`src/logic/timer_defines.vh`:
```
// constants for the event, window and pulse width timer
`ifndef TIMER_DEFINES_VH
`define TIMER_DEFINES_VH
// register byte offsets
`define OFS_CONTROL      8'h00
`define OFS_COMPARE      8'h04
`define OFS_CAPTURE      8'h08
`define OFS_STATUS       8'h0c
// control field positions
`define CTL_START_LSB    0
`define CTL_CLK_LSB      2
`define CTL_MODE_LSB     4
`define CTL_MCAP_BIT     7
`define CTL_METT_BIT     8
`define CTL_ACAP_BIT     9
`define CTL_WIDTH        10
// reset values
`define CONTROL_RST      10'h000
`define COMPARE_RST      16'hffff
`define CAPTURE_RST      16'h0000
`define COUNTER_RST      16'h0000
// start/edge select codes
`define START_STOP       2'h0
`define START_RISE       2'h1
`define START_FALL       2'h2
// mode codes
`define MODE_EVENT       3'h2
`define MODE_WINDOW      3'h3
`define MODE_PULSE       3'h4
// source clock divider limits, one less than the tick period in sys_clk cycles
`define DIV_SEL0         10'h3ff
`define DIV_SEL1         10'h03f
`define DIV_SEL2         10'h003
`define DIV_SEL3         10'h000
// counter held after a single-edge capture
`define COUNT_HOLD       16'h0001
`endif

```
`src/logic/edge_sync.v`:
```
// two-stage synchroniser with edge detection for the timer input pin
`default_nettype none
module edge_sync
(
  input  wire sys_clk,
  input  wire rst_n,
  input  wire pin_in,
  output wire level,
  output wire rise,
  output wire fall
);
  reg meta_ff;
  reg sync_ff;
  reg last_ff;

  always @(posedge sys_clk)
  begin
    if (!rst_n)
    begin
      meta_ff <= 1'b0;
      sync_ff <= 1'b0;
      last_ff <= 1'b0;
    end
    else
    begin
      meta_ff <= pin_in;
      sync_ff <= meta_ff;
      last_ff <= sync_ff;
    end
  end

  assign level = sync_ff;
  assign rise  = sync_ff & ~last_ff;
  assign fall  = ~sync_ff & last_ff;
endmodule // edge_sync
`default_nettype wire

```
`src/logic/timer_event_window_pulse_width.v`:
```
// event counter, window and pulse width timer with ahb-lite registers
`default_nettype none
`include "timer_defines.vh"
module timer_event_window_pulse_width
(
  input  wire        sys_clk,
  input  wire        rst_n,
  input  wire        hsel,
  input  wire [31:0] haddr,
  input  wire [1:0]  htrans,
  input  wire        hwrite,
  input  wire [2:0]  hsize,
  input  wire [31:0] hwdata,
  input  wire        hready,
  output wire        hreadyout,
  output wire        hresp,
  output wire [31:0] hrdata,
  input  wire        timer_input_pin,
  input  wire        stop_mode_req,
  output wire        timer_match_irq
);
  // bus state
  reg                     wr_pend_ff;
  reg  [7:0]              wr_addr_ff;
  reg  [31:0]             rdata_ff;
  // registers
  reg  [`CTL_WIDTH-1:0]   timer_control_reg_ff;
  reg  [15:0]             compare_pending_ff;
  reg                     compare_new_ff;
  reg  [15:0]             compare_limit_reg_ff;
  reg  [15:0]             capture_value_reg_ff;
  reg  [15:0]             counter_ff;
  reg  [9:0]              prescale_ff;
  reg                     pw_run_ff;
  reg                     pw_second_ff;
  reg                     irq_ff;
  // next values
  reg  [15:0]             nxt_counter;
  reg  [15:0]             nxt_capture;
  reg                     nxt_pw_run;
  reg                     nxt_pw_second;
  reg                     nxt_irq;
  reg  [9:0]              div_limit;
  // decoded control
  wire [1:0]              start_edge_select;
  wire [1:0]              source_clock_select;
  wire [2:0]              mode;
  wire                    capture_edge_mode;
  wire                    trigger_stop_mode;
  wire                    auto_capture_enable;
  wire                    running;
  wire                    tick;
  wire                    pin_level;
  wire                    pin_rise;
  wire                    pin_fall;
  wire                    trig_edge;
  wire                    opp_edge;
  wire                    match;
  wire                    window_open;
  wire                    addr_phase;
  wire [7:0]              addr_ofs;

  assign start_edge_select   = timer_control_reg_ff[`CTL_START_LSB +: 2];
  assign source_clock_select = timer_control_reg_ff[`CTL_CLK_LSB +: 2];
  assign mode                = timer_control_reg_ff[`CTL_MODE_LSB +: 3];
  assign capture_edge_mode   = timer_control_reg_ff[`CTL_MCAP_BIT];
  assign trigger_stop_mode   = timer_control_reg_ff[`CTL_METT_BIT];
  assign auto_capture_enable = timer_control_reg_ff[`CTL_ACAP_BIT];
  assign running             = (start_edge_select != `START_STOP);

  // input pin synchroniser and edge detect
  edge_sync u_pin_sync
  (
    .sys_clk (sys_clk),
    .rst_n   (rst_n),
    .pin_in  (timer_input_pin),
    .level   (pin_level),
    .rise    (pin_rise),
    .fall    (pin_fall)
  );

  // trigger edge is the selected edge, opp_edge the other one
  assign trig_edge = (start_edge_select == `START_RISE) ? pin_rise : pin_fall;
  assign opp_edge  = (start_edge_select == `START_RISE) ? pin_fall : pin_rise;
  assign match     = (counter_ff == compare_limit_reg_ff);
  // positive polarity with rising select, negative otherwise
  assign window_open = (start_edge_select == `START_RISE) ?
                       pin_level : ~pin_level;

  // internal source clock as a one-cycle enable
  always @*
  begin
    case (source_clock_select)
      2'h0:    div_limit = `DIV_SEL0;
      2'h1:    div_limit = `DIV_SEL1;
      2'h2:    div_limit = `DIV_SEL2;
      default: div_limit = `DIV_SEL3;
    endcase
  end

  assign tick = (prescale_ff >= div_limit);

  always @(posedge sys_clk)
  begin
    if (!rst_n)
    begin
      prescale_ff <= 10'h000;
    end
    else if (tick)
    begin
      prescale_ff <= 10'h000;
    end
    else
    begin
      prescale_ff <= prescale_ff + 10'h001;
    end
  end

  // counting, capture and interrupt behaviour per mode
  always @*
  begin
    nxt_counter   = counter_ff;
    nxt_capture   = capture_value_reg_ff;
    nxt_pw_run    = pw_run_ff;
    nxt_pw_second = pw_second_ff;
    nxt_irq       = 1'b0;
    if (!running)
    begin
      nxt_pw_run    = 1'b0;
      nxt_pw_second = 1'b0;
    end
    else
    begin
      case (mode)
        `MODE_EVENT:
        begin
          if (opp_edge && match)
          begin
            nxt_irq     = 1'b1;
            nxt_counter = `COUNTER_RST;
          end
          else if (trig_edge)
          begin
            nxt_counter = counter_ff + 16'h0001;
          end
          if (auto_capture_enable && tick)
          begin
            nxt_capture = counter_ff;
          end
        end
        `MODE_WINDOW:
        begin
          if (tick && window_open)
          begin
            if (match)
            begin
              nxt_irq     = 1'b1;
              nxt_counter = `COUNTER_RST;
            end
            else
            begin
              nxt_counter = counter_ff + 16'h0001;
            end
          end
          if (auto_capture_enable && tick)
          begin
            nxt_capture = counter_ff;
          end
        end
        `MODE_PULSE:
        begin
          if (!pw_run_ff)
          begin
            if (trig_edge)
            begin
              nxt_pw_run    = 1'b1;
              nxt_pw_second = 1'b0;
            end
          end
          else if (opp_edge && !pw_second_ff)
          begin
            nxt_capture = counter_ff;
            nxt_irq     = 1'b1;
            if (capture_edge_mode)
            begin
              nxt_counter = `COUNT_HOLD;
              nxt_pw_run  = 1'b0;
            end
            else
            begin
              nxt_pw_second = 1'b1;
              if (tick)
              begin
                nxt_counter = counter_ff + 16'h0001;
              end
            end
          end
          else if (trig_edge && pw_second_ff)
          begin
            nxt_capture   = counter_ff;
            nxt_irq       = 1'b1;
            nxt_counter   = `COUNTER_RST;
            nxt_pw_second = 1'b0;
          end
          else if (tick)
          begin
            nxt_counter = counter_ff + 16'h0001;
          end
        end
        default:
        begin
          nxt_pw_run = 1'b0;
        end
      endcase
    end
  end

  always @(posedge sys_clk)
  begin
    if (!rst_n)
    begin
      counter_ff           <= `COUNTER_RST;
      capture_value_reg_ff <= `CAPTURE_RST;
      pw_run_ff            <= 1'b0;
      pw_second_ff         <= 1'b0;
      irq_ff               <= 1'b0;
    end
    else if (stop_mode_req)
    begin
      pw_run_ff    <= 1'b0;
      pw_second_ff <= 1'b0;
      irq_ff       <= 1'b0;
    end
    else
    begin
      counter_ff           <= nxt_counter;
      capture_value_reg_ff <= nxt_capture;
      pw_run_ff            <= nxt_pw_run;
      pw_second_ff         <= nxt_pw_second;
      irq_ff               <= nxt_irq;
    end
  end

  assign timer_match_irq = irq_ff;

  // compare value loads into the limit on the next source tick
  always @(posedge sys_clk)
  begin
    if (!rst_n)
    begin
      compare_limit_reg_ff <= `COMPARE_RST;
    end
    else if (tick && compare_new_ff)
    begin
      compare_limit_reg_ff <= compare_pending_ff;
    end
  end

  // ahb-lite slave, zero wait states, always okay
  assign addr_phase = hsel & htrans[1] & hready;
  assign addr_ofs   = haddr[7:0];
  assign hreadyout  = 1'b1;
  assign hresp      = 1'b0;
  assign hrdata     = rdata_ff;

  always @(posedge sys_clk)
  begin
    if (!rst_n)
    begin
      wr_pend_ff <= 1'b0;
      wr_addr_ff <= 8'h00;
      rdata_ff   <= 32'h00000000;
    end
    else
    begin
      wr_pend_ff <= addr_phase & hwrite;
      if (addr_phase)
      begin
        wr_addr_ff <= addr_ofs;
      end
      if (addr_phase && !hwrite)
      begin
        case (addr_ofs)
          `OFS_CONTROL:
            rdata_ff <= {22'h000000, timer_control_reg_ff};
          `OFS_COMPARE:
            rdata_ff <= {16'h0000, compare_limit_reg_ff};
          `OFS_CAPTURE:
            rdata_ff <= {16'h0000, capture_value_reg_ff};
          `OFS_STATUS:
            rdata_ff <= {14'h0000, pw_second_ff, pw_run_ff, counter_ff};
          default:
            rdata_ff <= 32'h00000000;
        endcase
      end
    end
  end

  // control and compare writes in the data phase
  always @(posedge sys_clk)
  begin
    if (!rst_n)
    begin
      timer_control_reg_ff <= `CONTROL_RST;
      compare_pending_ff   <= `COMPARE_RST;
      compare_new_ff       <= 1'b0;
    end
    else
    begin
      if (wr_pend_ff && wr_addr_ff == `OFS_CONTROL)
      begin
        timer_control_reg_ff <= hwdata[`CTL_WIDTH-1:0];
      end
      if (stop_mode_req)
      begin
        timer_control_reg_ff[`CTL_START_LSB +: 2] <= `START_STOP;
      end
      if (wr_pend_ff && wr_addr_ff == `OFS_COMPARE)
      begin
        compare_pending_ff <= hwdata[15:0];
        compare_new_ff     <= 1'b1;
      end
      else if (tick)
      begin
        compare_new_ff <= 1'b0;
      end
    end
  end

  // held for software readback only in these modes
  wire unused_mett;
  assign unused_mett = trigger_stop_mode;
endmodule // timer_event_window_pulse_width
`default_nettype wire

```
`config.mk`:
```
export PLATFORM = sky130hd
export DESIGN_NAME = timer_event_window_pulse_width
export DESIGN_NICKNAME = d
export VERILOG_FILES = /design/src/logic/edge_sync.v /design/src/logic/timer_event_window_pulse_width.v
export VERILOG_INCLUDE_DIRS = /design/src /design/src/logic
export SDC_FILE = /design/constraint.sdc
export NUM_CORES = 1
export LEC_CHECK = 0
export ABC_AREA = 1
export ABC_CLOCK_PERIOD_IN_PS = 6200
export BUFFER_PORTS_ARGS = -buffer_cell sky130_fd_sc_hd__buf_2
export CAP_MARGIN = 20
export CORE_UTILIZATION = 39
export DETAILED_ROUTE_END_ITERATION = 8
export GPL_ROUTABILITY_DRIVEN = 0
export PLACE_DENSITY_LB_ADDON = 0.25
export SKIP_CTS_REPAIR_TIMING = 1
export SYNTH_ARGS = -nofsm -noshare
export SYNTH_HDL_FRONTEND = slang
export SYNTH_SLANG_ARGS = --single-unit
```
`constraint.sdc`:
```
create_clock -name sys_clk -period 6.2 [get_ports sys_clk]
set_clock_uncertainty 0.1 [all_clocks]
set_input_delay 0.62 -clock sys_clk [delete_from_list [all_inputs] [get_ports sys_clk]]
set_output_delay 0.62 -clock sys_clk [all_outputs]
set_load 0.005 [all_outputs]
```
# Word level (Yosys, flattened, before mapping)
# Index checks and enable logic that the tools add are counted.
# Widths: inputs -> output; s select.
op_classes:
  n_addsub: 2
  magnitude_cmp: 1
  eq_ne: 18
  n_mux: 39
  bitwise_logic: 10
  reduce_logical: 26
op_table:
  columns: ["cell", "count"]
  rows:
  - ["$mux 16", 13]
  - ["$pmux 18 s4", 1]
  - ["$pmux 16 s3", 1]
  - ["$pmux 16 s2", 1]
  - ["$pmux 10 s3", 1]
  - ["$mux 1", 20]
  - ["$add 16x1->16 const B", 1]
  - ["$eq 16x16->1", 1]
  - ["$eq 8x3->1 const B", 2]
  - ["$eq 8x4->1 const B", 2]
  - ["$logic_not 8->1", 2]
  - ["$reduce_and 6->1", 2]
  - ["$add 10x1->10 const B", 1]
  - ["$ge 10x10->1", 1]
  - ["$logic_and 1x1->1", 9]
  - ["$ne 3x3->1 const B", 3]
  - ["$reduce_bool 2->1", 4]
  - ["$eq 3x2->1 const B", 2]
  - ["$reduce_or 2->1", 3]
  - ["$and 1x1->1", 5]
  - ["$not 1->1", 5]
  - ["$eq 2x1->1 const B", 2]
  - ["$ne 2x2->1 const B", 2]
  - ["$reduce_and 4->1", 1]
  - ["other kinds (10)", 11]
word_totals:
  reg_bits: 132
  inputBits: 76
  output_inout_bits: 35
  word_cells: 113

# Logic depth before layout (Yosys ltp)
# Gate-level depths: netlist of run 1.
logic_depth:
  depth_word: 8
  depth_mapped: 15
  depth_no_buf: 15

# Hierarchy
# From an unflattened synthesis of run 1, not the netlist that was laid out.
unflattened:
  cells_unflattened: 833
  area_unflattened_um2: 5896.9
modules_own_cells:
  columns: ["mod", "instances", "cells_each", "area_each_um2", "seq_area_each_um2"]
  rows:
  - ["timer_event_window_pulse_width", 1, 820, 5796.8, 2302.2]
  - ["edge_sync", 1, 13, 100.1, 60.1]

# Worst setup path before layout of run 1
# OpenSTA, ideal clock, no wires.
synth_timing:
  kind: "reg2reg"
  from: "register timer_control_reg_ff[3]"
  to: "register counter_ff[11]"
  setup_ps: 116
  arrival_ps: 1868
  t_required_ps: 5984
  slack_ps: 4116
  stages_incl_launch_ff: 14
  path_buffers: 1
  period_less_slack_ps: 2084
  path_cell_list: "dfxtp_1 inv_1 nand2_1 ha_1 nand2_1 nor2_1 nand3_1 nand3_1 nand2_1 a21oi_2 nand2_2 buf_6 nor2_1 a21oi_2"
synth_between:
  elab_chain_cells: 8
  word_cells_on_any_way: 14
  classes_between: "order compare (1); eq/ne (3); mux (7); reduce/logical (3)"
synth_rtl:
  columns: ["element", "line_no", "rtl"]
  rows:
  - ["from (decl)", "timer_event_window_pulse_width.v:27", "reg [`CTL_WIDTH-1:0] timer_control_reg_ff;"]
  - ["from (signal assigned)", "timer_event_window_pulse_width.v:304", "timer_control_reg_ff <= `CONTROL_RST;"]
  - ["from (signal assigned)", "timer_event_window_pulse_width.v:312", "timer_control_reg_ff <= hwdata[`CTL_WIDTH-1:0];"]
  - ["from (signal, indexed assignment)", "timer_event_window_pulse_width.v:316", "timer_control_reg_ff[`CTL_START_LSB +: 2] <= `START_STOP;"]
  - ["$eq 2x2->1 (tied with other cells)", "timer_event_window_pulse_width.v:93", "case (source_clock_select)"]
  - ["$pmux 10 s3 (*)", "timer_event_window_pulse_width.v:93", null]
  - ["$ge 10x10->1 (*)", "timer_event_window_pulse_width.v:101", "assign tick = (prescale_ff >= div_limit);"]
  - ["$mux 16", null, null]
  - ["$mux 16 (on tied branches)", null, null]
  - ["$mux 16 (2 in a row)", null, null]
  - ["$pmux 16 s3", null, null]
  - ["to (signal assigned)", "timer_event_window_pulse_width.v:222", "counter_ff <= `COUNTER_RST;"]
  - ["to (signal assigned)", "timer_event_window_pulse_width.v:236", "counter_ff <= nxt_counter;"]
  - ["to (decl)", "timer_event_window_pulse_width.v:32", "reg [15:0] counter_ff;"]
# Every way passes the cells marked *; elsewhere a longest branch is shown, timed or not. The select of a mux whose other input is x is not followed.
# A chain may end at the register's enable or synchronous reset.

# Final worst setup path of run 1
layout_timing:
  from: "register timer_control_reg_ff[3]"
  to: "register compare_limit_reg_ff[3]"
layout_between:
  elab_chain_cells: 4
  word_cells_on_any_way: 6
  classes_between: "order compare (1); eq/ne (2); mux (1); reduce/logical (2)"
layout_rtl:
  columns: ["element", "line_no", "rtl"]
  rows:
  - ["$eq 2x2->1 (tied with other cells)", "timer_event_window_pulse_width.v:93", null]
  - ["$pmux 10 s3 (*)", "timer_event_window_pulse_width.v:93", null]
  - ["$ge 10x10->1 (*)", "timer_event_window_pulse_width.v:101", null]
  - ["$logic_and 1x1->1 (*)", "timer_event_window_pulse_width.v:253", "else if (tick && compare_new_ff)"]
  - ["to (signal assigned)", "timer_event_window_pulse_width.v:251", "compare_limit_reg_ff <= `COMPARE_RST;"]
  - ["to (signal assigned)", "timer_event_window_pulse_width.v:255", "compare_limit_reg_ff <= compare_pending_ff;"]
  - ["to (decl)", "timer_event_window_pulse_width.v:30", "reg [15:0] compare_limit_reg_ff;"]
# Every way passes the cells marked *; elsewhere a longest branch is shown, timed or not.

==> results of run 1 <==
-- how the worst max path moves through the flow --
stage,to,slack [ns],cells past startpoint
after global placement,compare_limit_reg_ff[2],3.18,11
after CTS,capture_value_reg_ff[14],3.14,11
after floorplan,counter_ff[11],4.12,13
after global routing,compare_limit_reg_ff[3],2.89,11
after detailed placement,capture_value_reg_ff[14],3.14,11
final,compare_limit_reg_ff[3],3.18,11
-- critical path, stage by stage (launching register included) --
cell and delay [ns]:
dfxtp_1 0.37, inv_1 0.15, nand2_1 0.15, ha_1 0.32, nand2_1 0.07, nor2_1 0.14
nand3_1 0.09, nand3_1 0.24, nand2_1 0.15, inv_1 0.73, nand2_1 0.27, o211ai_1 0.15
-- cell families after synthesis --
group           Yosys count  synth area share (%)
buf+inv                 144                  10.7
other cells               2                 0.128
compound gates          182                  17.5
flops                   118                  40.4
simple gates            363                  26.8
xor+xnor                 13                  1.95
fa+ha+maj                12                  2.57
-- layer usage --
metal	vias up	track usage (%)	routed length [um]
li1	2774	-	-
met1	2317	28.8	7440
met2	147	26.5	5650
met3	15	6.31	965
met4	0	7.09	243
met5	-	0	0
-- state kept, by name, summed over array words and instances, names as in the netlist, 8 cells and up --
register,cells
compare_limit_reg_ff,16
counter_ff,16
wr_addr_ff,8
capture_value_reg_ff,16
hrdata,18
timer_control_reg_ff,10
compare_pending_ff,16
prescale_ff,10
-- synth_stat cells, drive strengths merged --
master and instances:
o21bai 1, a21o 1, xnor2 1, o22ai 7, a31oi 3, buf 25
dfxtp 118, o211ai 16, o211a 1, nand3 63, nor3b 1, inv 94
nor4 1, clkinv 2, xor2 12, nor2 62, or2 2, nor3 7
nand2 219, nand3b 1, o221ai 3, ha 12, a21oi 77, nand4 7
o21ai 68, clkbuf 23, a211oi 1, conb 2, o2bb2ai 3, o2111ai 1
-- power groups by stage --
stage	clock [mW]	combinational [mW]	sequential, mW
2_1_floorplan	0	0.0445	0.784
3_3_place_gp	0	0.0587	0.785
3_5_place_dp	0	0.0594	0.785
4_1_cts	0.975	0.0596	0.769
5_1_grt	1.02	0.0674	0.770
6_report	0.957	0.0591	0.769
-- final cells by class --
cell class | instances | share of cell area (%)
clock buffers | 22 | 7.04
clock inverters | 10 | 1.52
inverters | 96 | 5.35
multi-input cells | 586 | 43.2
flip-flops and latches | 118 | 35.1
well taps | 184 | 3.42
repair buffers | 55 | 4.38
-- metrics by stage --
step,utilization [%],worst slack [ns],std cells,area (um^2)
after floorplan,-,4.12,848,5900
after global placement,42.1,3.18,1038,6150
after detailed placement,42.1,3.14,1038,6150
after CTS,46.1,3.14,1070,6720
after global routing,46.2,2.89,1071,6740
final,46.2,3.18,1071,6740
==> summary.txt, run 1 <==
Final layout
  • Reg area: 2360 um^2
  • Net count, final: 962
  • Commonest non-fill, non-tap cell in the layout: nand2_1
  • Ant diodes: 0
  • Most frequent cells in the layout: nand2_1, dfxtp_1, inv_1, a21oi_1, o21ai_0
  • Area delta synth->final: 15.3%
  • Share of post-route cells with drive strength above 1: 13.6%
  • Fill count: 1511
  • Footprint of the multi-input gates: 2910 um^2

Detailed routing
  • DR vias/cell: 4.90
  • Via Count: 5253
  • ANT nets after route: 0
  • Pre-Repair DR Iteration Count: 5
  • Routed length per instance: between 10 and 15 um
  • Post-Route WL: roughly 14000 um
  • DR DRC count: 0
  • 1st-iter DRT viols: 402

Power and ir drop
  • P_leak: 2.97 nW
  • Internal: 1.40 mW
  • Seq pwr share: between 40% and 50%
  • Power after layout: between 1.5 and 2 mW
  • Clock power share: 53.6%
  • Power Density: between 200 and 300 nW/um^2
  • Switch share: 21.5%
  • Max VDD drop: 0.157 mV
  • Logic pwr share: 3.3%
  • Sw power: slightly below 0.4 mW

Yosys
  • Synth Warn #: 0
  • Yosys top cell area share: 40.4%
  • Largest cells by area after synthesis: dfxtp_1, nand2_1, a21oi_1
  • Sequential area share after synthesis: 40.4%
  • Synth area leader: dfxtp_1
  • Yosys cell types: 43
  • #FFs+latches synth: 118
  • Netlist Area Pre-Place: roughly 5800 um^2
  • Synthesized instance count: 834
  • Syn Area/Cell: 7.01 um^2

Global route
  • Grt total ovfl: 0
  • First-pass GRT wire length: ~24000 um
  • GRT Util Overall: around 20%
  • Vias in the first global route: 4733
  • Initial antenna violation count: 0
  • Largest net degree at the start of global routing: 68

CTS
  • Root buf cell: clkbuf_16
  • TritonCTS clock tree: yes
  • Total CTS buffers: 17
  • Clk pin slew, worst setup/hold paths: 0.06 ns
  • H-tree depth: 4
  • Clk_lat worst skew: 0.42 ns
  • Clock Tree Buf Depth: 2
  • # clock sinks: around 120

Floorplanning
  • Num ports: between 100 and 150
  • Num rows: between 40 and 50
  • Die width: 124 um
  • Die area: 15500 um^2
  • Initial Util: about two fifths
  • Core box area: 14600 um^2
  • Die Span Y: 124 um

Setup path
  • Arr. time, crit path: 3.26 ns
  • FF-to-FF path depth: 11
  • Crit Path Class: register to register
  • Worst Path Required: 6.43 ns
  • R2R Setup Slk: about 3.2 ns
  • Worst setup EP type: register
  • Crit Reg-Reg Endpoint: compare_limit_reg_ff[3]
  • Reg-to-reg startpoint: timer_control_reg_ff[3]
  • Start point of the critical path: timer_control_reg_ff[3]
  • Crit start category: register
  • Critical Path Fanout Max: 30

STA
  • Fin Hold WS: 0.287 ns
  • Max Freq: 331 MHz
  • Fin crit period: 3.02 ns
  • Rel. slew slack: 35.7%
  • Final setup viols: 0
  • Setup_tns: 0 ns
  • Max Slew Vio Count: 0
  • Slew @ Worst Pin: 0.963 ns
  • Final period util: 48.7%
  • RSZ-0062 raised after global routing: no
  • Fin. Hold Viols: 0

Worst hold path
  • Hold Crit Start: timer_input_pin
  • Worst Hold Class: primary input to register
  • Hold path cells: 3
  • Hold EP: u_pin_sync.meta_ff

Outcome
  • Status: finished, final reports clean

Run
  • Max Cap Viol: 0

Placement
  • Number of I/O port buffers: 50
  • DPL Wire Length: 10200 um
Note: power is estimated with default switching activity, not from simulation.
==> inputs of run 2 (changes only) <==
ABC_CLOCK_PERIOD_IN_PS = 2800   (was 6200)
clock period = 2.8 ns   (was 6.2 ns; I/O delays follow)
==> run 2 against run 1 <==
  * Total power grew 120%
  * Non-clock buffer count grew 10
  * Sequential share of layout area shrank 0.55 points
  * Combinational power grew 130%
  * Critical path depth grew 3
  * Final area grew 1.6%
  * Critical path type unchanged
  * Largest power group unchanged
==> summary.txt, run 2 (same netlist as run 1, synthesis figures left out) <==
Placement
  • Number of I/O port buffers: 50
  • DPL Wire Length: 10100 um
  • Worst slack at placement: 0.249 ns
  • Area post-placement: roughly 6200 um^2

Run
  • Max Cap Viol: 0

Final layout
  • Commonest non-fill, non-tap cell in the layout: nand2_1
  • Ant diodes: 0
  • Area delta synth->final: 17.1%
  • Most frequent cells in the layout: nand2_1, dfxtp_1, inv_1, a21oi_1, o21ai_0
  • Utilization after layout: 46.9%
  • Design area: between 6000 and 7000 um^2
  • Fill count: 1538
  • Max reg flops: 18
  • Net count, final: 972
  • Share of post-route cells with drive strength above 1: 14.6%

Floorplanning
  • Initial Util: about two fifths
  • Core box area: 14600 um^2
  • Die width: 124 um
  • Num rows: 44
  • Die Span Y: between 100 and 150 um
  • Die area: 15500 um^2
  • Num ports: 111

STA
  • RSZ-0062 raised after global routing: no
  • Slew @ Worst Pin: approximately 0.6 ns
  • Max Freq: 410 MHz
  • Rel. slew slack: a little under 60%
  • Setup_tns: 0 ns
  • Final setup viols: 0
  • Setup slack after layout: 0.361 ns
  • Fin. Hold Viols: 0
  • Final period util: 87.1%
  • Max Slew Vio Count: 0
  • Fin crit period: 2.44 ns

Global route
  • GR met1 Demand/Resource: 28.6%
  • Vias in the first global route: about 4700
  • Met2 GRT Util: 27.0%
  • GRT Util Overall: around a fifth
  • GR peak layer: met1
  • Grt total ovfl: 0
  • First-pass GRT wire length: 23900 um
  • Initial antenna violation count: 0
  • GRT met3 Usage: 4.60%
  • Largest net degree at the start of global routing: 68

CTS
  • TritonCTS clock tree: yes
  • # clock sinks: 118
  • Clock Tree Buf Depth: 2
  • Clk_lat worst skew: 0.42 ns
  • Clk pin slew, worst setup/hold paths: 0.06 ns
  • Total CTS buffers: 17
  • H-tree depth: 4
  • Root buf cell: clkbuf_16

Setup path
  • Arr. time, crit path: 2.66 ns
  • Worst Path Required: 3.02 ns
  • Crit start category: register
  • Worst setup EP type: register
  • Critical Path Fanout Max: 9
  • Crit Path Class: register to register

Power and ir drop
  • Power Density: about 580 nW/um^2
  • Max VDD drop: between 0.3 and 0.4 mV
  • Power after layout: 3.99 mW
  • P_leak: 3.03 nW

Worst hold path
  • Worst Hold Class: primary input to register

Detailed routing
  • DR DRC count: 0
  • Post-Route WL: ~14000 um
  • Pre-Repair DR Iteration Count: 6
  • ANT nets after route: 0
  • DR vias/cell: roughly 4.9
  • Via Count: approximately 5300
  • Routed length per instance: about 13 um
  • 1st-iter DRT viols: 341

Outcome
  • Status: finished, final reports clean
-- run 2: worst max-delay path, stage by stage, from the launching register on --
cell and delay, ns:
dfxtp_1 0.36, inv_1 0.14, nand2_1 0.14, ha_1 0.32
nand2_1 0.06, nor2_1 0.15, nand3_1 0.11, nand3_2 0.15
nand2_1 0.12, a21oi_2 0.22, nand3_2 0.23, nand2_1 0.11
nand2_1 0.05, inv_1 0.05, nor2_1 0.03
-- run 2: metal layers --
metal	part of all wire, %	vias up
met5	0	-
met4	1.5	0
met3	5.9	16
met2	40	131
met1	52	2347
li1	-	2802
-- run 2: stage by stage --
stage	hold slack, ns	instances
after detailed placement	0.306	1048
after global placement	0.298	1048
final	0.00343	1080
after floorplan	0.278	848
after global routing	0.0154	1080
after CTS	-0.0754	1079
-- run 2: final cells by class --
type / count / area [um^2] / area share (%)
sequential: 118 / 2360 / 34.5
clock inverter: 9 / 100 / 1.46
timing repair buffer: 65 / 390 / 5.70
multi-input combinational: 586 / 2920 / 42.6
clock buffer: 22 / 484 / 7.07
tap: 184 / 230 / 3.36
inverter: 96 / 360 / 5.26
-- run 2: final timing paths --
kind	start	to	slack (ns)	depth (start not counted)
worst min-delay path	hwrite	wr_pend_ff	0.003	3
worst min register to register	u_pin_sync.meta_ff	u_pin_sync.level	0.32	2
worst max-delay path	timer_control_reg_ff[3]	counter_ff[6]	0.36	14
worst max register to register	timer_control_reg_ff[3]	counter_ff[6]	0.36	14
-- run 2: report_power, final --
part           internal [mW]  switching (mW)  total (mW)
clock network           1.39           0.760        2.15
logic                 0.0468          0.0903       0.137
registers               1.70         0.00795        1.70
